--- config.mk ---
export PLATFORM = sky130hd
export DESIGN_NAME = flash_boot_cmds
export DESIGN_NICKNAME = d
export VERILOG_FILES = /design/src/hdl/flash_boot_pkg.sv /design/src/hdl/flash_boot_cmds.sv /design/src/hdl/pin_sync.sv /design/src/hdl/op_timer.sv
export VERILOG_INCLUDE_DIRS = /design/src /design/src/hdl
export SDC_FILE = /design/constraint.sdc
export NUM_CORES = 1
export LEC_CHECK = 0
export BUFFER_PORTS_ARGS = -buffer_cell sky130_fd_sc_hd__buf_4
export CAP_MARGIN = 20
export CORE_MARGIN = 1
export CORE_UTILIZATION = 40
export DETAILED_ROUTE_END_ITERATION = 6
export SETUP_SLACK_MARGIN = 0.05
export SLEW_MARGIN = 20
export SYNTH_ARGS = -nofsm -noshare
export SYNTH_HDL_FRONTEND = slang
export SYNTH_SLANG_ARGS = --single-unit
--- constraint.sdc ---
create_clock -name clk_sys_i -period 2.6 [get_ports clk_sys_i]
set_clock_uncertainty 0.05 [all_clocks]
set_input_delay 0.26 -clock clk_sys_i [delete_from_list [all_inputs] [get_ports clk_sys_i]]
set_output_delay 0.26 -clock clk_sys_i [all_outputs]
set_load 0.01 [all_outputs]
--- src/hdl/flash_boot_map.svh ---
// Constants for the boot and register command block
`ifndef FLASH_BOOT_MAP_SVH
`define FLASH_BOOT_MAP_SVH

`define OP_WRITE_ENABLE  8'h06
`define OP_ECC_READ      8'h18
`define OP_BOOT_RD       8'h14
`define OP_BOOT_WR       8'h15
`define OP_NV_PAT_PROG   8'h43
`define OP_VOL_PAT_WR    8'h4A
`define OP_PAT_RD        8'h41

`define BOOT_ADDR_MSB    31
`define BOOT_ADDR_LSB    9
`define BOOT_DLY_MSB     8
`define BOOT_DLY_LSB     1
`define BOOT_EN_BIT      0
`define BOOT_ALIGN_ZERO  9'h000
`define BOOT_REG_RESET   32'h0000_0000
`define PAT_RESET        8'h00

`define OPCODE_LAST      6'h07
`define ADDR_LAST        6'h1F
`define ECC_DUMMY_LAST   6'h07
`define ECC_REPEAT_LAST  4'hF
`define ECC_UNIT_BYTES   32'h0000_0020
`define ECC_ALIGN_ZERO   5'h00
`define WRITE_ENABLE_CMD_BITS        6'h00
`define BOOT_WR_BITS     6'h20
`define PAT_WR_BITS      6'h08
`define BIT_CNT_MAX      6'h3F

`define SYS_CLK_NS       25
`define NV_WRITE_TIME_NS 500000

`endif

--- src/hdl/flash_boot_pkg.sv ---
// Types shared by the boot and register command block
package flash_boot_pkg;
  typedef enum logic [3:0] {
    ST_BOOT_WAIT,
    ST_BOOT_DLY,
    ST_BOOT_DATA,
    ST_IDLE,
    ST_OPCODE,
    ST_ADDR,
    ST_DUMMY,
    ST_OUT,
    ST_WDATA,
    ST_SKIP
  } state_e;

  typedef enum logic [1:0] {
    SRC_ECC,
    SRC_BOOT_REG,
    SRC_PAT,
    SRC_ARRAY
  } out_src_e;
endpackage : flash_boot_pkg

--- src/hdl/flash_boot_cmds.sv ---
// Boot stream, boot register, ECC status and learning pattern commands
`timescale 1ns/10ps
`default_nettype none
`include "flash_boot_map.svh"
module flash_boot_cmds #(
  parameter int          NV_WRITE_CYC  = `NV_WRITE_TIME_NS / `SYS_CLK_NS,
  parameter logic [31:0] BOOT_REG_INIT = `BOOT_REG_RESET,
  parameter logic [7:0]  PAT_INIT      = `PAT_RESET
) (
  input  wire logic        clk_sys_i,
  input  wire logic        rst_n_i,
  input  wire logic        reset_pin_n_i,
  input  wire logic        soft_reset_i,
  input  wire logic        cs_n_i,
  input  wire logic        sck_i,
  input  wire logic        si_i,
  input  wire logic        quad_en_i,
  input  wire logic [7:0]  arr_data_i,
  input  wire logic [7:0]  ecc_status_i,
  input  wire logic        erase_fail_i,
  input  wire logic        prog_fail_i,
  input  wire logic        err_clear_i,
  output logic      [3:0]  io_o,
  output logic      [3:0]  io_oe_o,
  output logic      [31:0] arr_addr_o,
  output logic      [31:0] ecc_addr_o,
  output logic             wel_o,
  output logic             wip_o,
  output logic             e_err_o,
  output logic             p_err_o
);
  import flash_boot_pkg::*;

  // ----------------------------------------------------------------
  // Pin sampling
  // ----------------------------------------------------------------
  logic [3:0] pins_s;
  logic       cs_n_s;
  logic       sck_s;
  logic       si_s;
  logic       rpin_n_s;
  logic       sck_q;
  logic       cs_q;

  pin_sync #(
    .W    (4),
    .INIT (4'b1001)
  ) u_pin_sync (
    .clk_sys_i (clk_sys_i),
    .rst_n_i   (rst_n_i),
    .d_i       ({reset_pin_n_i, si_i, sck_i, cs_n_i}),
    .q_o       (pins_s)
  );

  assign cs_n_s   = pins_s[0];
  assign sck_s    = pins_s[1];
  assign si_s     = pins_s[2];
  assign rpin_n_s = pins_s[3];

  always_ff @(posedge clk_sys_i) begin
    if (!rst_n_i) begin
      sck_q <= 1'b0;
      cs_q  <= 1'b1;
    end else begin
      sck_q <= sck_s;
      cs_q  <= cs_n_s;
    end
  end

  // Edges only count while selected; SCK may idle either way between frames
  logic sck_rise;
  logic sck_fall;
  logic cs_rise;
  logic cs_fall;
  assign sck_rise = sck_s & ~sck_q & ~cs_n_s;
  assign sck_fall = ~sck_s & sck_q & ~cs_n_s;
  assign cs_rise  = cs_n_s & ~cs_q;
  assign cs_fall  = ~cs_n_s & cs_q;

  // ----------------------------------------------------------------
  // Resets and configuration
  // ----------------------------------------------------------------
  logic        local_rst;
  logic [31:0] boot_reg;
  logic [31:0] boot_src;
  logic [7:0]  nv_pattern_reg;
  logic [7:0]  vol_pattern_reg;
  logic [7:0]  boot_start_delay;
  logic [31:0] boot_start_addr;

  // Power-up, reset pin and command reset all restart the boot logic
  assign local_rst = ~rst_n_i | ~rpin_n_s | soft_reset_i;
  // Nonvolatile bits hold their defaults while power-up reset is active
  assign boot_src = rst_n_i ? boot_reg : BOOT_REG_INIT;
  assign boot_start_delay = boot_reg[`BOOT_DLY_MSB:`BOOT_DLY_LSB];
  assign boot_start_addr  =
    {boot_src[`BOOT_ADDR_MSB:`BOOT_ADDR_LSB], `BOOT_ALIGN_ZERO};

  // ----------------------------------------------------------------
  // Command state
  // ----------------------------------------------------------------
  state_e      state;
  out_src_e    src;
  logic [7:0]  op;
  logic [5:0]  bit_cnt;
  logic [7:0]  dly_cnt;
  logic [31:0] sh_in;
  logic [7:0]  out_sh;
  logic [3:0]  out_left;
  logic [3:0]  byte_cnt;
  logic        started;
  logic        boot_ok;
  logic [7:0]  op_next;
  logic [7:0]  cur_byte;
  logic [7:0]  drive_byte;
  logic        quad;
  logic [3:0]  step;

  assign op_next = {sh_in[6:0], si_s};

  always_comb begin
    case (src)
      SRC_ECC:      cur_byte = ecc_status_i;
      SRC_BOOT_REG: cur_byte = boot_reg[{byte_cnt[1:0], 3'b000} +: 8];
      SRC_PAT:      cur_byte = vol_pattern_reg;
      default:      cur_byte = arr_data_i;
    endcase
  end

  assign drive_byte = (out_left == 4'h0) ? cur_byte : out_sh;
  assign quad       = (src == SRC_ARRAY) & quad_en_i;
  assign step       = quad ? 4'h4 : 4'h1;

  // ----------------------------------------------------------------
  // Write command acceptance
  // ----------------------------------------------------------------
  logic wr_end;
  logic do_write_enable_cmd;
  logic do_boot_wr;
  logic do_nv_pat;
  logic do_vol_pat;
  logic tmr_busy;
  logic tmr_done;

  // Execution only when chip select rises on the exact bit boundary
  assign wr_end     = cs_rise & (state == ST_WDATA);
  assign do_write_enable_cmd    = wr_end & (op == `OP_WRITE_ENABLE)
                    & (bit_cnt == `WRITE_ENABLE_CMD_BITS);
  assign do_boot_wr = wr_end & (op == `OP_BOOT_WR)
                    & (bit_cnt == `BOOT_WR_BITS);
  assign do_nv_pat  = wr_end & (op == `OP_NV_PAT_PROG)
                    & (bit_cnt == `PAT_WR_BITS);
  assign do_vol_pat = wr_end & (op == `OP_VOL_PAT_WR)
                    & (bit_cnt == `PAT_WR_BITS);

  // ----------------------------------------------------------------
  // Sequencer and output shifter
  // ----------------------------------------------------------------
  always_ff @(posedge clk_sys_i) begin
    if (local_rst) begin
      state      <= boot_src[`BOOT_EN_BIT] ? ST_BOOT_WAIT : ST_IDLE;
      arr_addr_o <= boot_start_addr;
      ecc_addr_o <= 32'h0000_0000;
      src        <= SRC_ARRAY;
      op         <= 8'h00;
      bit_cnt    <= 6'h00;
      dly_cnt    <= 8'h00;
      sh_in      <= 32'h0000_0000;
      out_sh     <= 8'h00;
      out_left   <= 4'h0;
      byte_cnt   <= 4'h0;
      started    <= 1'b0;
      boot_ok    <= 1'b0;
      io_o       <= 4'h0;
      io_oe_o    <= 4'h0;
    end else if (cs_rise) begin
      io_oe_o <= 4'h0;
      if (state == ST_BOOT_WAIT || state == ST_BOOT_DLY ||
          state == ST_BOOT_DATA) begin
        if (boot_ok) begin
          state <= ST_IDLE;
        end else begin
          // Aborted before a whole byte: stay armed from the start
          state      <= ST_BOOT_WAIT;
          arr_addr_o <= boot_start_addr;
        end
      end else begin
        state <= ST_IDLE;
      end
    end else begin
      case (state)
        ST_BOOT_WAIT: begin
          if (cs_fall) begin
            dly_cnt  <= 8'h00;
            out_left <= 4'h0;
            started  <= 1'b0;
            src      <= SRC_ARRAY;
            state    <= (boot_start_delay == 8'h00) ? ST_BOOT_DATA
                                                    : ST_BOOT_DLY;
          end
        end
        ST_BOOT_DLY: begin
          // SI is not decoded here; the host only clocks
          if (sck_rise) begin
            dly_cnt <= dly_cnt + 8'h01;
            if (dly_cnt + 8'h01 == boot_start_delay) begin
              state <= ST_BOOT_DATA;
            end
          end
        end
        ST_BOOT_DATA: begin
          if (sck_rise && started && out_left == 4'h0) begin
            boot_ok <= 1'b1;
          end
        end
        ST_IDLE: begin
          if (cs_fall) begin
            bit_cnt <= 6'h00;
            state   <= ST_OPCODE;
          end
        end
        ST_OPCODE: begin
          if (sck_rise) begin
            sh_in   <= {sh_in[30:0], si_s};
            bit_cnt <= bit_cnt + 6'h01;
            if (bit_cnt == `OPCODE_LAST) begin
              op       <= op_next;
              bit_cnt  <= 6'h00;
              out_left <= 4'h0;
              byte_cnt <= 4'h0;
              started  <= 1'b0;
              case (op_next)
                `OP_ECC_READ: state <= ST_ADDR;
                `OP_BOOT_RD: begin
                  src   <= SRC_BOOT_REG;
                  state <= ST_OUT;
                end
                `OP_PAT_RD: begin
                  src   <= SRC_PAT;
                  state <= ST_OUT;
                end
                `OP_WRITE_ENABLE: state <= wip_o ? ST_SKIP : ST_WDATA;
                `OP_BOOT_WR, `OP_NV_PAT_PROG, `OP_VOL_PAT_WR: begin
                  state <= (wel_o && !wip_o) ? ST_WDATA : ST_SKIP;
                end
                default: state <= ST_SKIP;
              endcase
            end
          end
        end
        ST_ADDR: begin
          if (sck_rise) begin
            sh_in   <= {sh_in[30:0], si_s};
            bit_cnt <= bit_cnt + 6'h01;
            if (bit_cnt == `ADDR_LAST) begin
              // Unit aligned whatever low bits the host sent
              ecc_addr_o <= {sh_in[30:4], `ECC_ALIGN_ZERO};
              bit_cnt    <= 6'h00;
              state      <= ST_DUMMY;
            end
          end
        end
        ST_DUMMY: begin
          if (sck_rise) begin
            bit_cnt <= bit_cnt + 6'h01;
            if (bit_cnt == `ECC_DUMMY_LAST) begin
              src   <= SRC_ECC;
              state <= ST_OUT;
            end
          end
        end
        ST_WDATA: begin
          if (sck_rise) begin
            sh_in <= {sh_in[30:0], si_s};
            if (bit_cnt != `BIT_CNT_MAX) begin
              bit_cnt <= bit_cnt + 6'h01;
            end
          end
        end
        ST_OUT, ST_SKIP: begin
        end
        default: state <= ST_IDLE;
      endcase

      // Data changes on SCK falling edges for the host to take on rising
      if (sck_fall && (state == ST_OUT || state == ST_BOOT_DATA)) begin
        out_left <= ((out_left == 4'h0) ? 4'h8 : out_left) - step;
        if (quad) begin
          io_o    <= drive_byte[7:4];
          io_oe_o <= 4'hF;
          out_sh  <= {drive_byte[3:0], 4'h0};
        end else begin
          io_o    <= {2'b00, drive_byte[7], 1'b0};
          io_oe_o <= 4'h2;
          out_sh  <= {drive_byte[6:0], 1'b0};
        end
        if (out_left == 4'h0) begin
          started <= 1'b1;
          case (src)
            SRC_ECC: begin
              if (byte_cnt == `ECC_REPEAT_LAST) begin
                byte_cnt   <= 4'h0;
                ecc_addr_o <= ecc_addr_o + `ECC_UNIT_BYTES;
              end else begin
                byte_cnt <= byte_cnt + 4'h1;
              end
            end
            SRC_BOOT_REG: byte_cnt <= byte_cnt + 4'h1;
            SRC_PAT:      byte_cnt <= 4'h0;
            default:      arr_addr_o <= arr_addr_o + 32'h0000_0001;
          endcase
        end
      end
    end
  end

  // ----------------------------------------------------------------
  // Self-timed nonvolatile update
  // ----------------------------------------------------------------
  logic [31:0] pend_word;
  logic        pend_boot;
  logic        upd_fail;

  op_timer #(
    .CYC (NV_WRITE_CYC)
  ) u_op_timer (
    .clk_sys_i (clk_sys_i),
    .rst_n_i   (~local_rst),
    .start_i   (do_boot_wr | do_nv_pat),
    .busy_o    (tmr_busy),
    .done_o    (tmr_done)
  );

  always_ff @(posedge clk_sys_i) begin
    if (local_rst) begin
      pend_word <= 32'h0000_0000;
      pend_boot <= 1'b0;
    end else if (do_boot_wr) begin
      // Low byte arrived first
      pend_word <= {sh_in[7:0], sh_in[15:8], sh_in[23:16], sh_in[31:24]};
      pend_boot <= 1'b1;
    end else if (do_nv_pat) begin
      pend_word <= {24'h00_0000, sh_in[7:0]};
      pend_boot <= 1'b0;
    end
  end

  // Only the boot register update has an erase phase
  assign upd_fail = prog_fail_i | (pend_boot & erase_fail_i);

  // A failed update leaves the stored value untouched
  always_ff @(posedge clk_sys_i) begin
    if (!rst_n_i) begin
      boot_reg       <= BOOT_REG_INIT;
      nv_pattern_reg <= PAT_INIT;
    end else if (tmr_done && !upd_fail) begin
      if (pend_boot) begin
        boot_reg <= pend_word;
      end else begin
        nv_pattern_reg <= pend_word[7:0];
      end
    end
  end

  always_ff @(posedge clk_sys_i) begin
    if (local_rst) begin
      vol_pattern_reg <= rst_n_i ? nv_pattern_reg : PAT_INIT;
    end else if (do_vol_pat) begin
      vol_pattern_reg <= sh_in[7:0];
    end
  end

  // ----------------------------------------------------------------
  // Status bits
  // ----------------------------------------------------------------
  always_ff @(posedge clk_sys_i) begin
    if (local_rst) begin
      wel_o   <= 1'b0;
      wip_o   <= 1'b0;
      e_err_o <= 1'b0;
      p_err_o <= 1'b0;
    end else begin
      if (do_write_enable_cmd) begin
        wel_o <= 1'b1;
      end else if (tmr_done || do_vol_pat) begin
        wel_o <= 1'b0;
      end
      if (do_boot_wr || do_nv_pat) begin
        wip_o <= 1'b1;
      end else if (tmr_done || !tmr_busy) begin
        wip_o <= 1'b0;
      end
      // Set wins over a clear in the same cycle
      if (tmr_done && pend_boot && erase_fail_i) begin
        e_err_o <= 1'b1;
      end else if (err_clear_i) begin
        e_err_o <= 1'b0;
      end
      if (tmr_done && prog_fail_i && !(pend_boot && erase_fail_i)) begin
        p_err_o <= 1'b1;
      end else if (err_clear_i) begin
        p_err_o <= 1'b0;
      end
    end
  end
endmodule : flash_boot_cmds
`default_nettype wire

--- src/hdl/pin_sync.sv ---
// Two-stage synchroniser for pins from outside the system clock
`timescale 1ns/10ps
`default_nettype none
module pin_sync #(
  parameter int         W    = 1,
  parameter logic [W-1:0] INIT = '0
) (
  input  wire logic         clk_sys_i,
  input  wire logic         rst_n_i,
  input  wire logic [W-1:0] d_i,
  output logic      [W-1:0] q_o
);
  logic [W-1:0] meta;

  always_ff @(posedge clk_sys_i) begin
    if (!rst_n_i) begin
      meta <= INIT;
      q_o  <= INIT;
    end else begin
      meta <= d_i;
      q_o  <= meta;
    end
  end
endmodule : pin_sync
`default_nettype wire

--- src/hdl/op_timer.sv ---
// Self-timed nonvolatile operation timer
`timescale 1ns/10ps
`default_nettype none
module op_timer #(
  parameter int CYC = 20000
) (
  input  wire logic clk_sys_i,
  input  wire logic rst_n_i,
  input  wire logic start_i,
  output logic      busy_o,
  output logic      done_o
);
  localparam int CW = $clog2(CYC + 1);
  localparam logic [CW-1:0] LOAD = CW'(CYC);
  localparam logic [CW-1:0] ONE  = CW'(1);

  logic [CW-1:0] count;

  always_ff @(posedge clk_sys_i) begin
    if (!rst_n_i) begin
      count  <= '0;
      done_o <= 1'b0;
    end else begin
      done_o <= (count == ONE);
      if (start_i) begin
        count <= LOAD;
      end else if (count != '0) begin
        count <= count - ONE;
      end
    end
  end

  assign busy_o = (count != '0);
endmodule : op_timer
`default_nettype wire

==> run summary <==
Leading area contributor after synthesis - dfxtp_1
Share of layout cells above drive strength 1 - 18.1%
ANT nets after route - 0
Post-synthesis cell count - 1488
DIE WIDTH - 181 um
1st-iter DRT viols - 1080
Netlist cell types - 81
Wirelength per Cell - 19.3 um
Vias in the first global route - 10900
FF+latch count, synth - 258
Via count - 11600
Sinks on Clock Net - 258
Async S/R FF share, synth - 0%
CTS tree - built
CTS Buf Count - 30
Number of diodes - 0
Hold Fails Final Rpt - 0
Synth warnings - 0
Final Max Tran Viols - 0
Kind of critical path - reg -> reg
Post-synth EDFFs - 35
Syn Area/Cell - 8.59 sq um
Crit-path max FO - 17
GRT Overall Usage - 23.7%
Worst path required time - 2.99 ns
Count of final setup violators - 0
Worst-path clk slew - 0.06 ns
Routability cong. - 0.914
Synth top area share - 34.9%
PortBufs - 102
Register area - 5520 sq um
Power Total - 9500 uW
Worst slew margin - 47.4%
Minimum clock period - 2.44 ns
Status - finished clean
Row Count - 65
Synthesized area - 12800 sq um
Die H - 181 um
Max Fclk - 409 MHz
Ports - 103
Seq/Total Area, Yosys - 43.2%
RSZ-0062 raised after global routing - false
Nets - 1660
Endpoint class of the critical path - register
Fin Hold WS - 0.180 ns
Startpoint Class - register
Hold crit path type - in -> reg
Area used by multi-input combinational logic - 6830 sq um
Synth area leaders - dfxtp_1 (35%), edfxtp_1 (8.2%), nand2_1 (7.0%), nor2_1 (3.9%), a21oi_1 (3.8%)
DPL Wire Length - 28.5 mm
Initial antenna violation count - 0
Leakage power - 0.00572 uW
Synth-to-Final Area Change - 22.5%
Final wirelength - 39.4 mm
Setup TNS - 0 ns
MaxCap Viol Count - 0
Maximum vdd drop - 0.496 mV
Pin count of the biggest net entering global routing - 59
Worst-Margin Slew - 0.782 ns
Initial Utilization - 40.6%
GR Overflow Total - 0
Pwr/cell area - 607 nW/um^2
Drt first pass iters - 5
DRC errors left - 0
Area of the die - 32700 sq um
Crit path arrival time - 2.83 ns
Syn Nets - 1528
Primary FF master, synth - dfxtp_1
Global-route wire length before repair - 61.9 mm
Clock root buffer - clkbuf_16
H-Tree Level Count - 1
Util after Layout - 49.7%
Std-Cell Core Area - 31500 sq um
CTS Buffer Depth - 3
Via/cell ratio - 5.67
Clock latency on the worst-skew pair - 0.56 ns
Crit share post-route - 94.0%
# fillers - 2962
==> power breakdown <==
part | switching, uW | total, uW | leakage, uW | internal, uW
registers | 60.9 | 4160 | 0.00218 | 4100
clock network | 1760 | 4700 | 0.000539 | 2940
logic | 373 | 640 | 0.00299 | 267
total | 2200 | 9500 | 0.00572 | 7300
==> Yosys cell counts, drive strengths merged, types with 7 or more instances <==
library cell,number
a211oi,19
a21boi,41
a21oi,97
a22o,19
a22oi,20
a31oi,19
and2,16
and3,19
buf,21
clkbuf,77
dfxtp,223
edfxtp,35
ha,13
inv,28
mux2,10
mux2i,31
mux4,8
nand2,239
nand2b,14
nand3,52
nand3b,8
nand4,25
nand4b,7
nor2,135
nor2b,11
nor3,32
nor3b,10
nor4,18
o211a,8
o211ai,8
o21ai,65
o221ai,9
o22ai,8
o31ai,7
or2,7
or3,9
xnor2,27
xor2,30
==> layout by cell type, fill, tap and decap left out, drive strengths merged, types with 27 or more instances in the layout <==
| cell type | n |
|---|---|
| buf | 185 |
| o21ai | 65 |
| mux2i | 31 |
| xnor2 | 27 |
| nor2 | 135 |
| nand2 | 239 |
| a21boi | 41 |
| dfxtp | 223 |
| edfxtp | 35 |
| inv | 28 |
| xor2 | 30 |
| clkbuf | 39 |
| nand3 | 52 |
| nor3 | 32 |
| a21oi | 97 |
==> critical path: stages, from the launching register on <==
cell,delay (ns)
edfxtp_1,0.39
buf_4,0.21
and3b_1,0.25
nand4_1,0.22
nor4_1,0.48
buf_4,0.20
nand3_1,0.09
a31o_2,0.26
a22o_1,0.17
==> worst paths after layout <==
path | slack (ns) | depth (start not counted) | startpoint | endpoint
max | 0.16 | 8 | state[3] | ecc_addr_o[13]
min | 0.18 | 5 | arr_data_i[0] | out_sh[1]
max reg2reg | 0.16 | 8 | state[3] | ecc_addr_o[13]
min reg2reg | 0.36 | 1 | u_pin_sync.meta[0] | u_pin_sync.q_o[0]
==> cell families (layout without fill, tap and decap cells) <==
| logic type | Yosys count | count (layout) | synth area share, % |
|---|---|---|---|
| AO/OA/AOI/OAI | 355 | 356 | 18.4 |
| buffers and inverters | 126 | 281 | 3.92 |
| XOR/XNOR | 57 | 57 | 3.91 |
| multiplexers | 49 | 49 | 4.72 |
| AND/OR/NAND/NOR | 630 | 630 | 24.6 |
| flip-flops | 258 | 258 | 43.2 |
| adder cells (fa/ha/maj) | 13 | 13 | 1.27 |
==> stage by stage <==
step | worst slack, ns | std cells | instance area, sq um
6_report | 0.157 | 2046 | 15600
5_1_grt | 0.0715 | 2046 | 15600
4_1_cts | 0.0664 | 2040 | 15600
3_5_place_dp | 0.0972 | 1972 | 14300
3_3_place_gp | 0.203 | 1972 | 14300
2_1_floorplan | 0.192 | 1488 | 12800
==> final cells by class <==
class                      instances  share of cell area [%]
clock buffer                      39                    5.54
clock inverter                    17                    1.57
inverter                          28                   0.672
multi-input combinational       1105                    43.6
sequential                       258                    35.2
tap                              402                    3.21
timing repair buffer             197                    10.1
==> metal layers <==
layer	global-route usage, %	part of all wire, %	vias up
li1	-	-	5612
met1	32.2	46	5563
met2	39.4	46	378
met3	2.88	5.4	57
met4	6.67	2.6	0
met5	0	0	-
==> timing repair <==
item,in CTS,in global routing
resized for setup,0,6
hold endpoints to repair,9,0
endpoints found under the setup margin,0,37
setup buffers,0,5
hold buffers,12,0
Note: power is estimated with default switching activity, not from simulation.
